## config.mk

```make
export PLATFORM = sky130hd
export DESIGN_NAME = rpd_ctrl
export DESIGN_NICKNAME = d
export VERILOG_FILES = /design/src/logic/rpd_pkg.sv /design/src/logic/rpd_ctrl.sv /design/src/logic/rpd_rank.sv
export SDC_FILE = /design/constraint.sdc
export NUM_CORES = 1
export LEC_CHECK = 0
export ABC_AREA = 1
export BUFFER_PORTS_ARGS = -buffer_cell sky130_fd_sc_hd__buf_2
export CAP_MARGIN = 0
export CORE_MARGIN = 2
export CORE_UTILIZATION = 45
export DETAILED_ROUTE_END_ITERATION = 8
export PLACE_DENSITY = 0.68
export SYNTH_ARGS = -nofsm -noshare
export SYNTH_HDL_FRONTEND = slang
export SYNTH_SLANG_ARGS = --single-unit
```

## constraint.sdc

```tcl
create_clock -name CLOCK -period 2.2 [get_ports CLOCK]
set_input_delay 0.55 -clock CLOCK [delete_from_list [all_inputs] [get_ports CLOCK]]
set_output_delay 0.55 -clock CLOCK [all_outputs]
set_load 0.03 [all_outputs]
```

## src/logic/rpd_pkg.sv

```systemverilog
/*
  Shared constants and types for the rank power-down controller.
  Assumes one 50 MHz DRAM-side clock and a 32-bit AXI4-Lite register bus.
*/
package rpd_pkg;

  // ****************************************
  // Timing
  // ****************************************
  localparam int         CLK_PERIOD_NS = 20;                        // 50 MHz
  localparam int         INIT_LOW_US   = 200;                       // Least CKE-low time at power-up
  localparam int         INIT_LOW_CYC  = (INIT_LOW_US * 1000 + CLK_PERIOD_NS - 1) / CLK_PERIOD_NS;
  localparam logic [4:0] TXP_CYC       = 5'h03;                     // Power-down exit delay
  localparam logic [4:0] TXPDLL_CYC    = 5'h14;                     // DLL relock, worst DDR type
  localparam logic [4:0] EXIT_APD_CYC  = TXP_CYC;
  localparam logic [4:0] EXIT_PPD_CYC  = TXP_CYC + TXPDLL_CYC;

  // ****************************************
  // Register map
  // ****************************************
  localparam logic [7:0] ADDR_CFG   = 8'h00;                        // rank_power_down_config
  localparam logic [7:0] ADDR_CTRL  = 8'h04;                        // Release and population
  localparam logic [7:0] ADDR_STAT  = 8'h08;                        // Rank state, throttle count
  localparam logic [1:0] RESP_OKAY  = 2'h0;
  localparam logic [1:0] RESP_SLVER = 2'h2;

  // Config word: mode in 15:12, idle threshold in 11:0
  typedef struct packed {
    logic [3:0]  mode;
    logic [11:0] idle;
  } rpd_cfg_t;
  localparam logic [15:0] CFG_RST = 16'h6080;

  // Control word
  typedef struct packed {
    logic       chan_off;                                           // Whole channel unused
    logic [3:0] absent;                                             // Ranks found absent
    logic [1:0] rsvd;
    logic       tri_en;                                             // Allow tri-stating absent ranks
    logic       cke_go;                                             // Release CKE after init
  } rpd_ctrl_t;
  localparam logic [8:0] CTRL_RST   = 9'h000;
  localparam logic [8:0] CTRL_WMASK = 9'h1f3;

  // Status word
  typedef struct packed {
    logic [15:0] thr_cnt;
    logic [5:0]  rsvd;
    logic        init_done;
    logic        flush_pend;
    logic [3:0]  sr;
    logic [3:0]  pd;
  } rpd_stat_t;

  // ****************************************
  // Encodings
  // ****************************************
  localparam logic [3:0] MODE_NONE = 4'h0;
  localparam logic [3:0] MODE_APD  = 4'h2;
  localparam logic [3:0] MODE_PPD  = 4'h6;
  typedef enum logic [1:0] {PDM_NONE, PDM_APD, PDM_PPD} rpd_pdm_t;

  localparam logic [2:0] CST_C0  = 3'h0;
  localparam logic [2:0] CST_C1  = 3'h1;
  localparam logic [2:0] CST_C1E = 3'h2;
  localparam logic [2:0] CST_C3  = 3'h3;
  localparam logic [2:0] CST_C6  = 3'h4;
  localparam logic [2:0] CST_C7  = 3'h5;

endpackage

```

## src/logic/rpd_ctrl.sv

```systemverilog
/*
  Rank power-down controller: CKE, chip-select and I/O enables per rank,
  idle power-down, refresh wake-up, conditional self-refresh, AXI4-Lite regs.
  Assumes all non-bus inputs come from logic on CLOCK; refresh request is a
  level held by the scheduler until its refresh is done.
*/
// The register addresses and register access over AXI4-Lite were chosen for this implementation.
`timescale 1ns/100ps
module rpd_ctrl
  import rpd_pkg::*;
#(
  parameter int INIT_CYC = INIT_LOW_CYC
)(
  input  wire logic        CLOCK,
  input  wire logic        NRST,
  input  wire logic        CE,
  input  wire logic [7:0]  S_AXI_AWADDR,
  input  wire logic        S_AXI_AWVALID,
  output var  logic        S_AXI_AWREADY,
  input  wire logic [31:0] S_AXI_WDATA,
  input  wire logic [3:0]  S_AXI_WSTRB,
  input  wire logic        S_AXI_WVALID,
  output var  logic        S_AXI_WREADY,
  output var  logic [1:0]  S_AXI_BRESP,
  output var  logic        S_AXI_BVALID,
  input  wire logic        S_AXI_BREADY,
  input  wire logic [7:0]  S_AXI_ARADDR,
  input  wire logic        S_AXI_ARVALID,
  output var  logic        S_AXI_ARREADY,
  output var  logic [31:0] S_AXI_RDATA,
  output var  logic [1:0]  S_AXI_RRESP,
  output var  logic        S_AXI_RVALID,
  input  wire logic        S_AXI_RREADY,
  input  wire logic [3:0]  RANK_ARRIVE,
  input  wire logic [3:0]  RANK_QUEUED,
  input  wire logic [3:0]  PAGES_OPEN,
  input  wire logic        REFRESH_REQ,
  input  wire logic [2:0]  PKG_CSTATE,
  input  wire logic        S3_REQ,
  input  wire logic        IGFX_USED,
  input  wire logic        GFX_IDLE,
  input  wire logic        DISPLAY_PEND,
  input  wire logic        MEM_REQ_PEND,
  input  wire logic [3:0]  GFX_RANK,
  input  wire logic        FLUSH_DONE,
  input  wire logic        PWR_THROTTLE,
  output var  logic [3:0]  CKE,
  output var  logic [3:0]  CKE_OE,
  output var  logic [3:0]  CS_OE,
  output var  logic [3:0]  AUX_OE,
  output var  logic [3:0]  RX_EN,
  output var  logic        IO_DLL_EN,
  output var  logic        DRAM_DLL_OFF,
  output var  logic [3:0]  PRECHARGE_REQ,
  output var  logic [3:0]  CMD_BLOCK,
  output var  logic        REFRESH_GO,
  output var  logic        FLUSH_REQ
);

  // ****************************************
  // Declarations
  // ****************************************
  rpd_cfg_t    cfg;                   // Mode and idle threshold
  rpd_ctrl_t   ctrl;                  // Release and population
  rpd_stat_t   stat;                  // Readback view
  rpd_pdm_t    mode_sel;              // Decoded mode
  logic [11:0] thresh;                // Effective idle threshold
  logic [15:0] init_cnt;              // Power-up low timer
  logic        init_done;
  logic [15:0] thr_cnt;               // Throttled clocks seen
  logic        sr_cond;               // Self-refresh wanted
  logic        sr_go;                 // Flushed, self-refresh granted
  logic        deep;                  // Package C3 or deeper
  logic        ref_q;                 // Refresh request, last cycle
  logic [3:0]  drive;                 // Rank pins in use
  logic [3:0]  rank_cke, pre, blk, pd, sr;
  logic        aw_hold, w_hold;       // Write halves captured
  logic [7:0]  waddr;
  logic [31:0] wdata;
  logic [3:0]  wstrb;
  logic        do_wr;
  logic [31:0] rd_mux;
  logic        rd_ok;
  logic [31:0] merged;

  // Byte-lane merge for partial writes
  function automatic logic [31:0] rpd_merge(input logic [31:0] o, input logic [31:0] d, input logic [3:0] s);
    logic [31:0] r;
    r = o;
    for (int b = 0; b < 4; b++) begin
      if (s[b]) begin
        r[b*8 +: 8] = d[b*8 +: 8];
      end
    end
    return r;
  endfunction

  // ****************************************
  // AXI4-Lite write
  // ****************************************
  assign do_wr = aw_hold && w_hold && !S_AXI_BVALID;

  // Address and data taken in either order
  always_ff @(posedge CLOCK) begin
    if (!NRST) begin
      S_AXI_AWREADY <= 1'b1;
      S_AXI_WREADY  <= 1'b1;
      S_AXI_BVALID  <= 1'b0;
      S_AXI_BRESP   <= RESP_OKAY;
      aw_hold       <= 1'b0;
      w_hold        <= 1'b0;
      waddr         <= 8'h00;
      wdata         <= 32'h0;
      wstrb         <= 4'h0;
    end else if (CE) begin
      if (S_AXI_AWVALID && S_AXI_AWREADY) begin
        aw_hold       <= 1'b1;
        waddr         <= S_AXI_AWADDR;
        S_AXI_AWREADY <= 1'b0;
      end
      if (S_AXI_WVALID && S_AXI_WREADY) begin
        w_hold       <= 1'b1;
        wdata        <= S_AXI_WDATA;
        wstrb        <= S_AXI_WSTRB;
        S_AXI_WREADY <= 1'b0;
      end
      if (do_wr) begin
        // Unmapped write is dropped with an error
        aw_hold      <= 1'b0;
        w_hold       <= 1'b0;
        S_AXI_BVALID <= 1'b1;
        S_AXI_BRESP  <= (waddr == ADDR_CFG || waddr == ADDR_CTRL) ? RESP_OKAY : RESP_SLVER;
      end
      if (S_AXI_BVALID && S_AXI_BREADY) begin
        S_AXI_BVALID  <= 1'b0;
        S_AXI_AWREADY <= 1'b1;
        S_AXI_WREADY  <= 1'b1;
      end
    end
  end

  assign merged = rpd_merge((waddr == ADDR_CFG) ? {16'h0, cfg} : {23'h0, ctrl}, wdata, wstrb);

  // Register storage
  always_ff @(posedge CLOCK) begin
    if (!NRST) begin
      cfg  <= rpd_cfg_t'(CFG_RST);
      ctrl <= rpd_ctrl_t'(CTRL_RST);
    end else if (CE && do_wr) begin
      if (waddr == ADDR_CFG) begin
        cfg <= rpd_cfg_t'(merged[15:0]);
      end
      if (waddr == ADDR_CTRL) begin
        ctrl <= rpd_ctrl_t'(merged[8:0] & CTRL_WMASK);
      end
    end
  end

  // ****************************************
  // AXI4-Lite read
  // ****************************************
  assign stat = '{thr_cnt: thr_cnt, rsvd: 6'h00, init_done: init_done, flush_pend: FLUSH_REQ, sr: sr, pd: pd};

  // Read decode, unmapped reads zero
  always_comb begin
    rd_ok = 1'b1;
    case (S_AXI_ARADDR)
      ADDR_CFG:  rd_mux = {16'h0, cfg};
      ADDR_CTRL: rd_mux = {23'h0, ctrl};
      ADDR_STAT: rd_mux = stat;
      default: begin
        rd_mux = 32'h0;
        rd_ok  = 1'b0;
      end
    endcase
  end

  // Data captured at address handshake
  always_ff @(posedge CLOCK) begin
    if (!NRST) begin
      S_AXI_ARREADY <= 1'b1;
      S_AXI_RVALID  <= 1'b0;
      S_AXI_RDATA   <= 32'h0;
      S_AXI_RRESP   <= RESP_OKAY;
    end else if (CE) begin
      if (S_AXI_ARVALID && S_AXI_ARREADY) begin
        S_AXI_ARREADY <= 1'b0;
        S_AXI_RVALID  <= 1'b1;
        S_AXI_RDATA   <= rd_mux;
        S_AXI_RRESP   <= rd_ok ? RESP_OKAY : RESP_SLVER;
      end else if (S_AXI_RVALID && S_AXI_RREADY) begin
        S_AXI_RVALID  <= 1'b0;
        S_AXI_ARREADY <= 1'b1;
      end
    end
  end

  // ****************************************
  // Policy
  // ****************************************
  // unknown codes disable power-down
  always_comb begin
    case (cfg.mode)
      MODE_APD: mode_sel = PDM_APD;
      MODE_PPD: mode_sel = PDM_PPD;
      default:  mode_sel = PDM_NONE;
    endcase
  end

  assign thresh = PWR_THROTTLE ? {1'b0, cfg.idle[11:1]} : cfg.idle;

  assign deep = PKG_CSTATE == CST_C3 || PKG_CSTATE == CST_C6 || PKG_CSTATE == CST_C7;
  assign sr_cond = S3_REQ || (deep && (IGFX_USED ? (GFX_IDLE && !DISPLAY_PEND) : !MEM_REQ_PEND));

  assign drive = ~({4{ctrl.tri_en}} & (ctrl.absent | {4{ctrl.chan_off}}));

  always_ff @(posedge CLOCK) begin
    if (!NRST) begin
      sr_go     <= 1'b0;
      FLUSH_REQ <= 1'b0;
    end else if (CE) begin
      if (!sr_cond) begin
        sr_go     <= 1'b0;
        FLUSH_REQ <= 1'b0;
      end else if (FLUSH_REQ && FLUSH_DONE) begin
        sr_go     <= 1'b1;
        FLUSH_REQ <= 1'b0;
      end else if (!sr_go) begin
        FLUSH_REQ <= 1'b1;
      end
    end
  end

  // Power-up timer and throttle monitor
  always_ff @(posedge CLOCK) begin
    if (!NRST) begin
      init_cnt  <= 16'h0000;
      init_done <= 1'b0;
      thr_cnt   <= 16'h0000;
      ref_q     <= 1'b0;
    end else if (CE) begin
      // CKE low past the least time
      if (!init_done) begin
        init_cnt  <= init_cnt + 16'h0001;
        init_done <= init_cnt == 16'(INIT_CYC - 1);
      end
      if (PWR_THROTTLE && thr_cnt != 16'hffff) begin
        thr_cnt <= thr_cnt + 16'h0001;
      end
      ref_q <= REFRESH_REQ;
    end
  end

  // ****************************************
  // Ranks
  // ****************************************
  // one engine per CKE
  for (genvar i = 0; i < 4; i++) begin : g_rank
    rpd_rank u_rank (
      .clk        (CLOCK),
      .rst_n      (NRST),
      .ce         (CE),
      .mode       (mode_sel),
      .thresh     (thresh),
      .arrive     (RANK_ARRIVE[i]),
      .queued     (RANK_QUEUED[i]),
      .pages_open (PAGES_OPEN[i]),
      .wake       (REFRESH_REQ),
      .ref_done   (ref_q && !REFRESH_REQ),
      .sr_req     (sr_go && !GFX_RANK[i]),
      .cke        (rank_cke[i]),
      .pre_req    (pre[i]),
      .cmd_block  (blk[i]),
      .in_pd      (pd[i]),
      .in_sr      (sr[i])
    );
  end

  // ****************************************
  // Pin registers
  // ****************************************
  always_ff @(posedge CLOCK) begin
    if (!NRST) begin
      CKE           <= 4'h0;
      CKE_OE        <= 4'hf;
      CS_OE         <= 4'hf;
      AUX_OE        <= 4'hf;
      RX_EN         <= 4'hf;
      IO_DLL_EN     <= 1'b1;
      DRAM_DLL_OFF  <= 1'b0;
      PRECHARGE_REQ <= 4'h0;
      CMD_BLOCK     <= 4'h0;
      REFRESH_GO    <= 1'b0;
    end else if (CE) begin
      CKE    <= drive & rank_cke & {4{ctrl.cke_go && init_done}};
      CKE_OE <= drive;
      CS_OE  <= drive;
      AUX_OE <= drive;
      RX_EN     <= drive;
      IO_DLL_EN <= |drive;
      // DRAM DLL off in this mode
      DRAM_DLL_OFF  <= mode_sel == PDM_PPD;
      PRECHARGE_REQ <= pre;
      CMD_BLOCK     <= blk;
      REFRESH_GO <= REFRESH_REQ && (&((rank_cke & ~blk) | sr));
    end
  end
endmodule

```

## src/logic/rpd_rank.sv

```systemverilog
/*
  One rank's idle counter and CKE power state machine.
  Assumes the parent keeps sr_req low until pending cycles are flushed.
*/
`timescale 1ns/100ps
module rpd_rank
  import rpd_pkg::*;
(
  input  wire logic        clk,
  input  wire logic        rst_n,
  input  wire logic        ce,
  input  wire rpd_pdm_t    mode,
  input  wire logic [11:0] thresh,
  input  wire logic        arrive,
  input  wire logic        queued,
  input  wire logic        pages_open,
  input  wire logic        wake,
  input  wire logic        ref_done,
  input  wire logic        sr_req,
  output var  logic        cke,
  output var  logic        pre_req,
  output var  logic        cmd_block,
  output var  logic        in_pd,
  output var  logic        in_sr
);

  typedef enum {ST_ACT, ST_CLOSE, ST_PD, ST_EXIT, ST_SR} rpd_rst_t;

  rpd_rst_t    state;                 // Power state
  logic [11:0] idle_cnt;              // Clocks since last arrival or queued request
  logic [4:0]  exit_cnt;              // Exit delay left
  logic        dll_exit;              // Exit needs DLL relock
  logic [4:0]  blk_len;               // Checker only: exit length
  logic        expired;
  logic        dyn;

  assign dyn     = mode != PDM_NONE;
  assign expired = (idle_cnt >= thresh) && !queued && !arrive;

  // ****************************************
  // Idle counter
  // ****************************************
  // restart on arrival
  always_ff @(posedge clk) begin
    if (!rst_n) begin
      idle_cnt <= 12'h000;
    end else if (ce) begin
      if (arrive || queued) begin
        idle_cnt <= 12'h000;
      end else if (idle_cnt != 12'hfff) begin
        // Saturate so a long idle never wraps
        idle_cnt <= idle_cnt + 12'h001;
      end
    end
  end

  // ****************************************
  // Power state machine
  // ****************************************
  always_ff @(posedge clk) begin
    if (!rst_n) begin
      state    <= ST_ACT;
      exit_cnt <= 5'h00;
      dll_exit <= 1'b0;
    end else if (ce) begin
      case (state)
        // Self-refresh first, else idle power-down
        ST_ACT: begin
          if (sr_req && !queued) begin
            state <= ST_SR;
          end else if (dyn && !wake && (expired || (ref_done && !queued && !arrive))) begin
            state    <= (mode == PDM_PPD && pages_open) ? ST_CLOSE : ST_PD;
            dll_exit <= mode == PDM_PPD;
          end
        end
        // Waiting for precharge to finish
        ST_CLOSE: begin
          if (arrive || wake || sr_req || !dyn) begin
            state <= ST_ACT;
          end else if (!pages_open) begin
            state <= ST_PD;
          end
        end
        ST_PD: begin
          if (arrive || queued || wake || sr_req || !dyn) begin
            state <= ST_EXIT;
            exit_cnt <= dll_exit ? EXIT_PPD_CYC : EXIT_APD_CYC;
          end
        end
        // Self-refresh leaves with DLL relock
        ST_SR: begin
          if (!sr_req) begin
            state    <= ST_EXIT;
            exit_cnt <= EXIT_PPD_CYC;
            dll_exit <= 1'b1;
          end
        end
        // Commands held off until count ends
        ST_EXIT: begin
          if (exit_cnt == 5'h01) begin
            state <= ST_ACT;
          end else begin
            exit_cnt <= exit_cnt - 5'h01;
          end
        end
        default: begin
          state <= ST_ACT;
        end
      endcase
    end
  end

  assign cke       = (state == ST_ACT) || (state == ST_CLOSE) || (state == ST_EXIT);
  assign pre_req   = state == ST_CLOSE;
  assign cmd_block = state == ST_EXIT;
  assign in_pd     = state == ST_PD;
  assign in_sr     = state == ST_SR;

  // ****************************************
  // Checks
  // ****************************************
  // Length of the current exit window
  always_ff @(posedge clk) begin
    if (!rst_n) begin
      blk_len <= 5'h00;
    end else if (ce) begin
      blk_len <= (state == ST_EXIT) ? blk_len + 5'h01 : 5'h00;
    end
  end
endmodule

```

# Yosys cells after proc, flatten, opt, wreduce, memory -nomap -nowiden
# Cells that the tools add are included.
# word_totals
register_bits,347
in_bits,87
out_inout_bits,73
elab_cells,445
# classes
addsub,10
n_lt_le_gt_ge,4
n_eq_ne,87
muxes,110
bitwise,9
reduce_logical,175
# ops
op,count
two-way mux 32 bit,28
one-hot mux 32 bit (5 select lines),4
== test 32 x 2 -> 1 bit (second input constant),12
== test 32 x 3 -> 1 bit (second input constant),12
zero test 32 bit,8
== test 32 x 1 -> 1 bit (second input constant),4
== test 32 x 4 -> 1 bit (second input constant),4
two-way mux 12 bit,9
one-hot mux 32 bit (3 select lines),1
two-way mux 5 bit,16
one-hot mux 5 bit (3 select lines),4
adder 12 x 1 -> 12 bit (second input constant),4
greater-or-equal comparator 12 bit,4
logical AND 1 bit,48
!= test 12 bit (second input constant),4
logical OR 1 bit,44
AND reduction 2 bit,20
AND reduction 5 bit,8
two-way mux 1 bit,34
adder 16 x 1 -> 16 bit (second input constant),2
nonzero test 2 bit,15
!= test 2 bit (second input constant),14
!= test 2 x 1 -> 1 bit (second input constant),13
AND reduction 6 bit,4
other kinds (29),79

# Depth between registers and ports, before layout
# Gate-level depths: netlist (run 1).
# logic_depth
word_depth,9
depth_mapped,18
depth_no_buf,18

# Cells and area by module
# Synthesis (run 1) repeated with hierarchy kept, for this count alone.
# hier_totals
hier_cells,2028
hier_area_um2,13475.4
# by_module_without_submodules
module,instances,cells_per_inst,area_each_um2,seq_area_each_um2
rpd_ctrl,1,996,6809.0,2902.8
rpd_rank,4,258,1666.6,420.4

# Least setup slack after synthesis (run 1)
# No wires, ideal clock.
# synth_path
kind,input-to-reg
start,in PWR_THROTTLE
end,reg g_rank[0].u_rank.state[2]
setup_ns,0.113
t_arrival_ns,2.076
required_time_ns,2.087
setup_slack_ns,0.011
cell_stages,16
n_path_buf,1
path_cell_list,clkbuf_1 > nand2_1 > o21ai_0 > ha_1 > a21oi_1 > nor2_1 > nor2_1 > nand2_1 > inv_1 > nand2_1 > nand2_1 > nand2_1 > nand2_1 > nand2_1 > nand2_1 > nor2_1
# synth_via
elab_chain_len,8
# synth_lines
item,line_no,text
from (decl),rpd_ctrl.sv:46,"input wire logic PWR_THROTTLE,"
two-way mux 12 bit,rpd_ctrl.sv:210,"assign thresh = PWR_THROTTLE ? {1'b0, cfg.idle[11:1]} : cfg.idle;"
greater-or-equal comparator 12 bit,rpd_rank.sv:38,assign expired = (idle_cnt >= thresh) && !queued && !arrive;
logical AND 1 bit (2 in a row),rpd_rank.sv:38,
logical OR 1 bit,rpd_rank.sv:71,end else if (dyn && !wake && (expired || (ref_done && !queued && !arrive))) begin
logical AND 1 bit,rpd_rank.sv:71,
!= test 3 x 1 -> 1 bit (no line),-,
AND reduction 6 bit (no line),-,
to (signal assigned),rpd_rank.sv:72,state <= (mode == PDM_PPD && pages_open) ? ST_CLOSE : ST_PD;
to (decl),rpd_rank.sv:29,rpd_rst_t state;
# No other way between the ends.
# A chain may end at the register's enable or synchronous reset.

# Worst setup path in the final report (run 1)
# layout_path
start,reg cfg[11] (netlist name)
end,reg g_rank[0].u_rank.state[1]
# layout_via
elab_chain_len,8
# layout_lines
item,line_no,text
from (decl),rpd_ctrl.sv:63,rpd_cfg_t cfg;
from (signal assigned),rpd_ctrl.sv:147,cfg <= rpd_cfg_t'(CFG_RST);
from (signal assigned),rpd_ctrl.sv:151,cfg <= rpd_cfg_t'(merged[15:0]);
two-way mux 12 bit,rpd_ctrl.sv:210,
greater-or-equal comparator 12 bit,rpd_rank.sv:38,
logical AND 1 bit (2 in a row),rpd_rank.sv:38,
logical OR 1 bit,rpd_rank.sv:71,
logical AND 1 bit,rpd_rank.sv:71,
!= test 3 x 1 -> 1 bit (no line),-,
AND reduction 6 bit (no line),-,
# No other way between the ends.

==> flow_summary.ini, run 1 <==
[timing]
fin_hold_ws_ps = 299.0
post-route-period-util_pct = 95.06
max_freq_mhz = 478.1
tightest_slew_ps = 731.1
setup-violations-final = 0
rsz0062_at_grt = true
relSlewSlack_pct = 50.74
clock_skew_ps = 15.59
hold_violations = 0
fin_crit_ps = 2091
slew_violations = 0

[finish]
seq_area_sq_um = 4593
fill_cells = 2656
fin_nets = 2122
drive_above_1_share_pct = 16.22
syn2layout_area_growth_pct = 18.23
final_cell_area_sq_um = 14750
antenna_cells = 0
multi_input_area_sq_um = 6741

[synth]
ys.flop_type = dfxtp_1
synth_seq_cells = 229
synth_area_sq_um = 12470
netlist_instances = 1815
syn-mean-instance-area_sq_um = 6.873
synth.distinct_cells = 51
synth_seq_area_share_pct = 36.75
synth_edf_count = 0
yosysWarnings = 0
async_reset_ff_share_pct = 0

[outcome]
status = finished clean

[clocking]
clk_path_buf_depth = 3
cts_sinks = 229
clkTransAtPathRegs_ps = 60
root_buffer = clkbuf_16
cts_buffers = 26
htreeDepth = 1
clk_latency_ps = 530
cts_tree = yes

[floorplanning]
dieWidth_um = 170.5
die_height_um = 170.5
io_pins = 160
rows = 60
initial_core_util_pct = 46.03
die-area_sq_um = 29070
core_area_sq_um = 27100

[hold_path]
min_path_type = input pin to flop
min_from = S_AXI_WDATA[12]

[worst_setup_path]
crit_required_ps = 2630
startpoint = cfg[11]$_SDFFE_PN0P_
cp-start-kind = flop
slowest_stage = dfxtp_1
crit_chain = inv_1 > nand2_1 > o21ai_1 > buf_4 > ha_1 > nand2_2 > nor2_1 > nor2_1 > nand2_1 > inv_1 > nand2_1 > nand2_2 > nand2_2 > buf_4 > a21oi_1 > nor2_1
worst-path-buf-inv = 4
cp-end-kind = flop
reg2reg_from = cfg[11]$_SDFFE_PN0P_
worstPathArrival_ps = 2520
critPathKind = flop to flop
path_delay_family = simple AND/OR/NAND/NOR gates
cp_max_fo = 5
cpPeakStageDelay_ps = 330

[routing]
firstDrtPassIters = 7
drc_errors = 0
routed_via_density = 5.168
antenna_left = 0
avgRoutedWirePerCell_um = 14.68
drt_iter0_markers = 981
num_vias = 12211
routed_wl_um = 34700

[power_and_ir_drop]
power_density_nw_per_um2 = 787.6
worst_ir_drop_vdd_v = 0.0004454
power.leakage_nw = 6.459

[placed_design]
hpwl_um = 25220
placed_area_sq_um = 13710
place_congestion = 0.9473
io_buffers = 139

[run]
maxCapViolCount = 0

[global_route]
first_global_vias = 10885
track_usage_pct = 23.20
grt_max_degree = 93
gr-total-overflow = 0
antenna_found_initial = 0
grt_pass1_wl_um = 54610
flip-flops by register name, indices dropped and copies added (netlist names), 2 cells and up:
register and flops:
init_cnt 16, g_rank.u_rank.dll_exit 4, PRECHARGE_REQ 4, g_rank.u_rank.state 12, CKE 4, thr_cnt 16, waddr 8, RX_EN 4
ctrl 7, wstrb 2, wdata 16, g_rank.u_rank.exit_cnt 20, g_rank.u_rank.idle_cnt 48, cfg 16, CMD_BLOCK 4, S_AXI_RDATA 32
synth_stat cells, types with 11 or more instances:
master | n | area, sq um
a21oi_1 | 200 | 1001
buf_4 | 15 | 112.6
clkbuf_1 | 26 | 97.59
dfxtp_1 | 229 | 4584
ha_1 | 62 | 775.7
inv_1 | 233 | 874.6
nand2_1 | 393 | 1475
nand3_1 | 114 | 570.6
nand4_1 | 26 | 162.7
nor2_1 | 167 | 626.9
nor2_2 | 11 | 68.82
nor3_1 | 49 | 245.2
o211ai_1 | 13 | 97.59
o21ai_0 | 136 | 680.7
xor2_1 | 15 | 131.4
cell usage in the layout, fill, tap and decap left out, types with 8 or more instances in the layout:
cell type / instances
nand2_1: 382
inv_1: 232
dfxtp_1: 222
a21oi_1: 198
nor2_1: 166
buf_2: 139
o21ai_0: 134
nand3_1: 110
ha_1: 59
buf_4: 51
nor3_1: 48
clkbuf_16: 27
nand4_1: 26
nand2_2: 15
xor2_1: 15
o211ai_1: 13
nand3_2: 12
nor2_2: 12
xnor2_1: 9
inv_2: 8
a21oi_2: 8
metal layers:
layer	part of all wire [%]	routed length (um)	vias to the layer above	track usage (%)
met1	47	16310	5539	32.61
li1	-	-	6274	-
met2	45	15520	350	37.52
met3	6.0	2092	48	3.007
met4	2.2	776	0	6.317
met5	0	0	-	0
power breakdown:
group	internal [mW]	total (mW)	switching, mW	leakage (nW)
clock network	2.76	4.54	1.79	0.443
registers	4.42	4.64	0.215	1.86
logic	0.838	2.43	1.60	4.15
total	8.02	11.6	3.60	6.46
cell type report:
type | count | share of cell area (%)
Timing Repair Buffer | 193 | 7.720
Sequential cell | 229 | 31.14
Clock inverter | 11 | 0.9501
Inverter | 243 | 6.201
Multi-Input combinational cell | 1280 | 45.71
Tap cell | 372 | 3.156
Clock buffer | 35 | 5.124
repair_timing:
item / CTS / global route
resized for setup: 1 / 33
setup endpoints to repair: 3 / 16
buffers inserted: 0 / 3
pin swaps: 0 / 11
cloned: 0 / 0
hold buffers: 0 / 0
cells by family (layout without fill, tap and decap cells):
family                   count (synthesis)  in the layout  synth area share [%]
adder cells (fa/ha/maj)                 62             62                 6.219
AO/OA/AOI/OAI                          392            392                 16.99
buffers and inverters                  307            482                 10.10
other                                    1              2               0.03006
XOR/XNOR                                24             24                 1.685
AND/OR/NAND/NOR                        800            800                 28.22
flip-flops                             229            229                 36.75
tightest hold or removal path: stages:
cell     delay (ps)
buf_2           100
nand3_1          70
a21oi_1          60
path summary, 6_finish.rpt:
check,endpoint,slack [ps],cells past startpoint
min,wdata[12]$_SDFFE_PN0P_,300,3
max,g_rank[0].u_rank.state[1]$_SDFFE_PN0P_,110,16
max reg2reg,g_rank[0].u_rank.state[1]$_SDFFE_PN0P_,110,16
min reg2reg,wdata[8]$_SDFFE_PN0P_,450,2
per-stage QoR:
step / total power [mW] / TNS (ps) / utilization [%] / cells / worst slack (ps)
4_1_cts: 11.62 / 0 / 53.92 / 2360 / 37.46
6_report: 11.62 / 0 / 54.42 / 2363 / 108.6
3_3_place_gp: 6.997 / -4167 / 50.60 / 2314 / -360.7
3_5_place_dp: 7.049 / -4762 / 50.60 / 2314 / -356.3
5_1_grt: 12.21 / -205.7 / 54.42 / 2363 / -50.56
2_1_floorplan: 6.427 / 0 / - / 1816 / 11.14
Power figures use the tool's default switching activity.
==> run 2: changes to the inputs <==
--- a/config.mk
+++ b/config.mk
@@ -7,11 +7,12 @@
 export LEC_CHECK = 0
 export ABC_AREA = 1
 export BUFFER_PORTS_ARGS = -buffer_cell sky130_fd_sc_hd__buf_2
-export CAP_MARGIN = 0
+export CAP_MARGIN = 10
 export CORE_MARGIN = 2
 export CORE_UTILIZATION = 45
 export DETAILED_ROUTE_END_ITERATION = 8
 export PLACE_DENSITY = 0.68
+export RECOVER_POWER = 25
 export SYNTH_ARGS = -nofsm -noshare
 export SYNTH_HDL_FRONTEND = slang
 export SYNTH_SLANG_ARGS = --single-unit
==> run 2 against run 1 <==
Combinational power about the same. Via count unchanged. Global-route usage unchanged. Utilization down 0.28 points. First-iteration DRC count down 2.9%. Worst hold slack worse by 0.67 ps. Maximum frequency down 1.7%. Critical path depth unchanged. Power about the same. Largest power group unchanged.
==> flow_summary.ini, run 2 (synthesis gave the netlist of run 1 again) <==
[outcome]
status = finished clean

[finish]
antenna_cells = 0
fin_cells = 2363
mostFrequentLayoutCells = nand2_1, inv_1, dfxtp_1
fill_cells = 2671
final_cell_area_sq_um = 14670
fin_nets = 2122
syn2layout_area_growth_pct = 17.62
final_common_cell = nand2_1
largestRegisters = g_rank.u_rank.idle_cnt x48, S_AXI_RDATA x32, g_rank.u_rank.exit_cnt x20
drive_above_1_share_pct = 15.42
largest_reg_flops = 48
top_register = g_rank.u_rank.idle_cnt
final_util_pct = 54.14

[global_route]
first_global_vias = 10885
grt_max_degree = 93
track_usage_pct = 23.20
gr-total-overflow = 0
antenna_found_initial = 0
grt_pass1_wl_um = 54610

[clocking]
cts_tree = yes
clk_path_buf_depth = 3
htreeDepth = 1
cts_hold_buffers = 0
cts_buffers = 26
root_buffer = clkbuf_16
clk_latency_ps = 530
clkTransAtPathRegs_ps = 60
cts_sinks = 229

[floorplanning]
core_area_sq_um = 27100
io_pins = 160
die_height_um = 170.5
initial_core_util_pct = 46.03
dieWidth_um = 170.5
die-area_sq_um = 29070
rows = 60

[timing]
rsz0062_at_grt = true
setup-violations-final = 0
relSlewSlack_pct = 14.72
fin_hold_ws_ps = 298.3
post-route-period-util_pct = 96.73
setup_ws_ps = 72.02
hold_violations = 0
clock_skew_ps = 14.18
fin_crit_ps = 2128
tightest_slew_ps = 1279
finalSetupTns_ps = 0
max_freq_mhz = 469.9
slew_violations = 0

[routing]
avgRoutedWirePerCell_um = 14.69
drt_iter0_markers = 953
num_vias = 12211
firstDrtPassIters = 5
drc_errors = 0
routed_via_density = 5.168
routed_wl_um = 34710
antenna_left = 0

[placed_design]
io_buffers = 139
placedCellCount = 2314
place_congestion = 0.9473
hpwl_um = 25220
preCtsSetupSlack_ps = -356.3
placed_area_sq_um = 13710

[power_and_ir_drop]
power.leakage_nw = 6.424
pwr-share-seq_pct = 39.9
combPwrFrac_pct = 20.9
power_density_nw_per_um2 = 791.3
internal_power_mw = 8.009
switchingPower_mw = 3.601
clkPwrFrac_pct = 39.2
swShare_pct = 31.02
total_power_mw = 11.61
worst_ir_drop_vdd_v = 0.0004450

[run]
maxCapViolCount = 0

[worst_setup_path]
cp-end-kind = flop
cp-start-kind = flop
worstPathArrival_ps = 2560
crit_required_ps = 2630
critPathKind = flop to flop
cp_max_fo = 5

[hold_path]
min_path_type = input pin to flop
run 2: cell types whose count changed in the layout (fill, tap and decap cells not counted), sizes merged:
| cell | previous run | this run |
|---|---|---|
| clkbuf | 35 | 44 |
| buf | 193 | 184 |
run 2: what timing repair did:
item	4_1_cts	5_1_grt
setup endpoints to repair	3	16
gates cloned	0	0
buffers inserted	0	3
gates resized for setup	1	33
pin swaps	0	11
run 2: worst max-delay path: stages (launching register included):
cell and delay (ps):
dfxtp_2 360, inv_1 60, nand2_1 50, o21ai_1 60
buf_4 170, ha_1 290, a21oi_1 160, nor2_1 50
nor2_1 100, nand2_1 60, inv_1 50, nand2_1 70
nand2_2 120, nand2_2 110, buf_4 160, a21oi_1 120
nor2_1 60
run 2: power groups by stage:
stage | Clock [mW] | Sequential (mW) | Combinational (mW)
final | 4.55 | 4.64 | 2.42
after global routing | 4.81 | 4.67 | 2.72
after global placement | 0 | 4.71 | 2.28
after CTS | 4.65 | 4.63 | 2.34
after detailed placement | 0 | 4.72 | 2.33
after floorplan | 0 | 4.74 | 1.68
run 2: cell type report:
type | count | area [sq um] | area share [%]
sequential | 229 | 4593 | 31.30
multi-input combinational | 1280 | 6695 | 45.63
inverter | 243 | 914.6 | 6.233
timing repair buffer | 193 | 1109 | 7.555
tap | 372 | 465.4 | 3.172
clock buffer | 35 | 755.7 | 5.151
clock inverter | 11 | 140.1 | 0.9551
run 2: worst paths after layout:
kind,startpoint,end,slack [ps],cells past startpoint
max,cfg[10]$_SDFFE_PN0P_,g_rank[0].u_rank.state[1]$_SDFFE_PN0P_,70,16
min,S_AXI_WDATA[12],wdata[12]$_SDFFE_PN0P_,300,3
max reg2reg,cfg[10]$_SDFFE_PN0P_,g_rank[0].u_rank.state[1]$_SDFFE_PN0P_,70,16
min reg2reg,wdata[8]$_SDFFE_PN0P_,wdata[8]$_SDFFE_PN0P_,450,2
run 2: layer usage:
layer	wire length, um	vias up	track usage [%]
li1	-	6276	-
met4	901	0	6.317
met5	0	-	0
met1	16300	5529	32.61
met2	15520	352	37.52
met3	1996	54	3.007
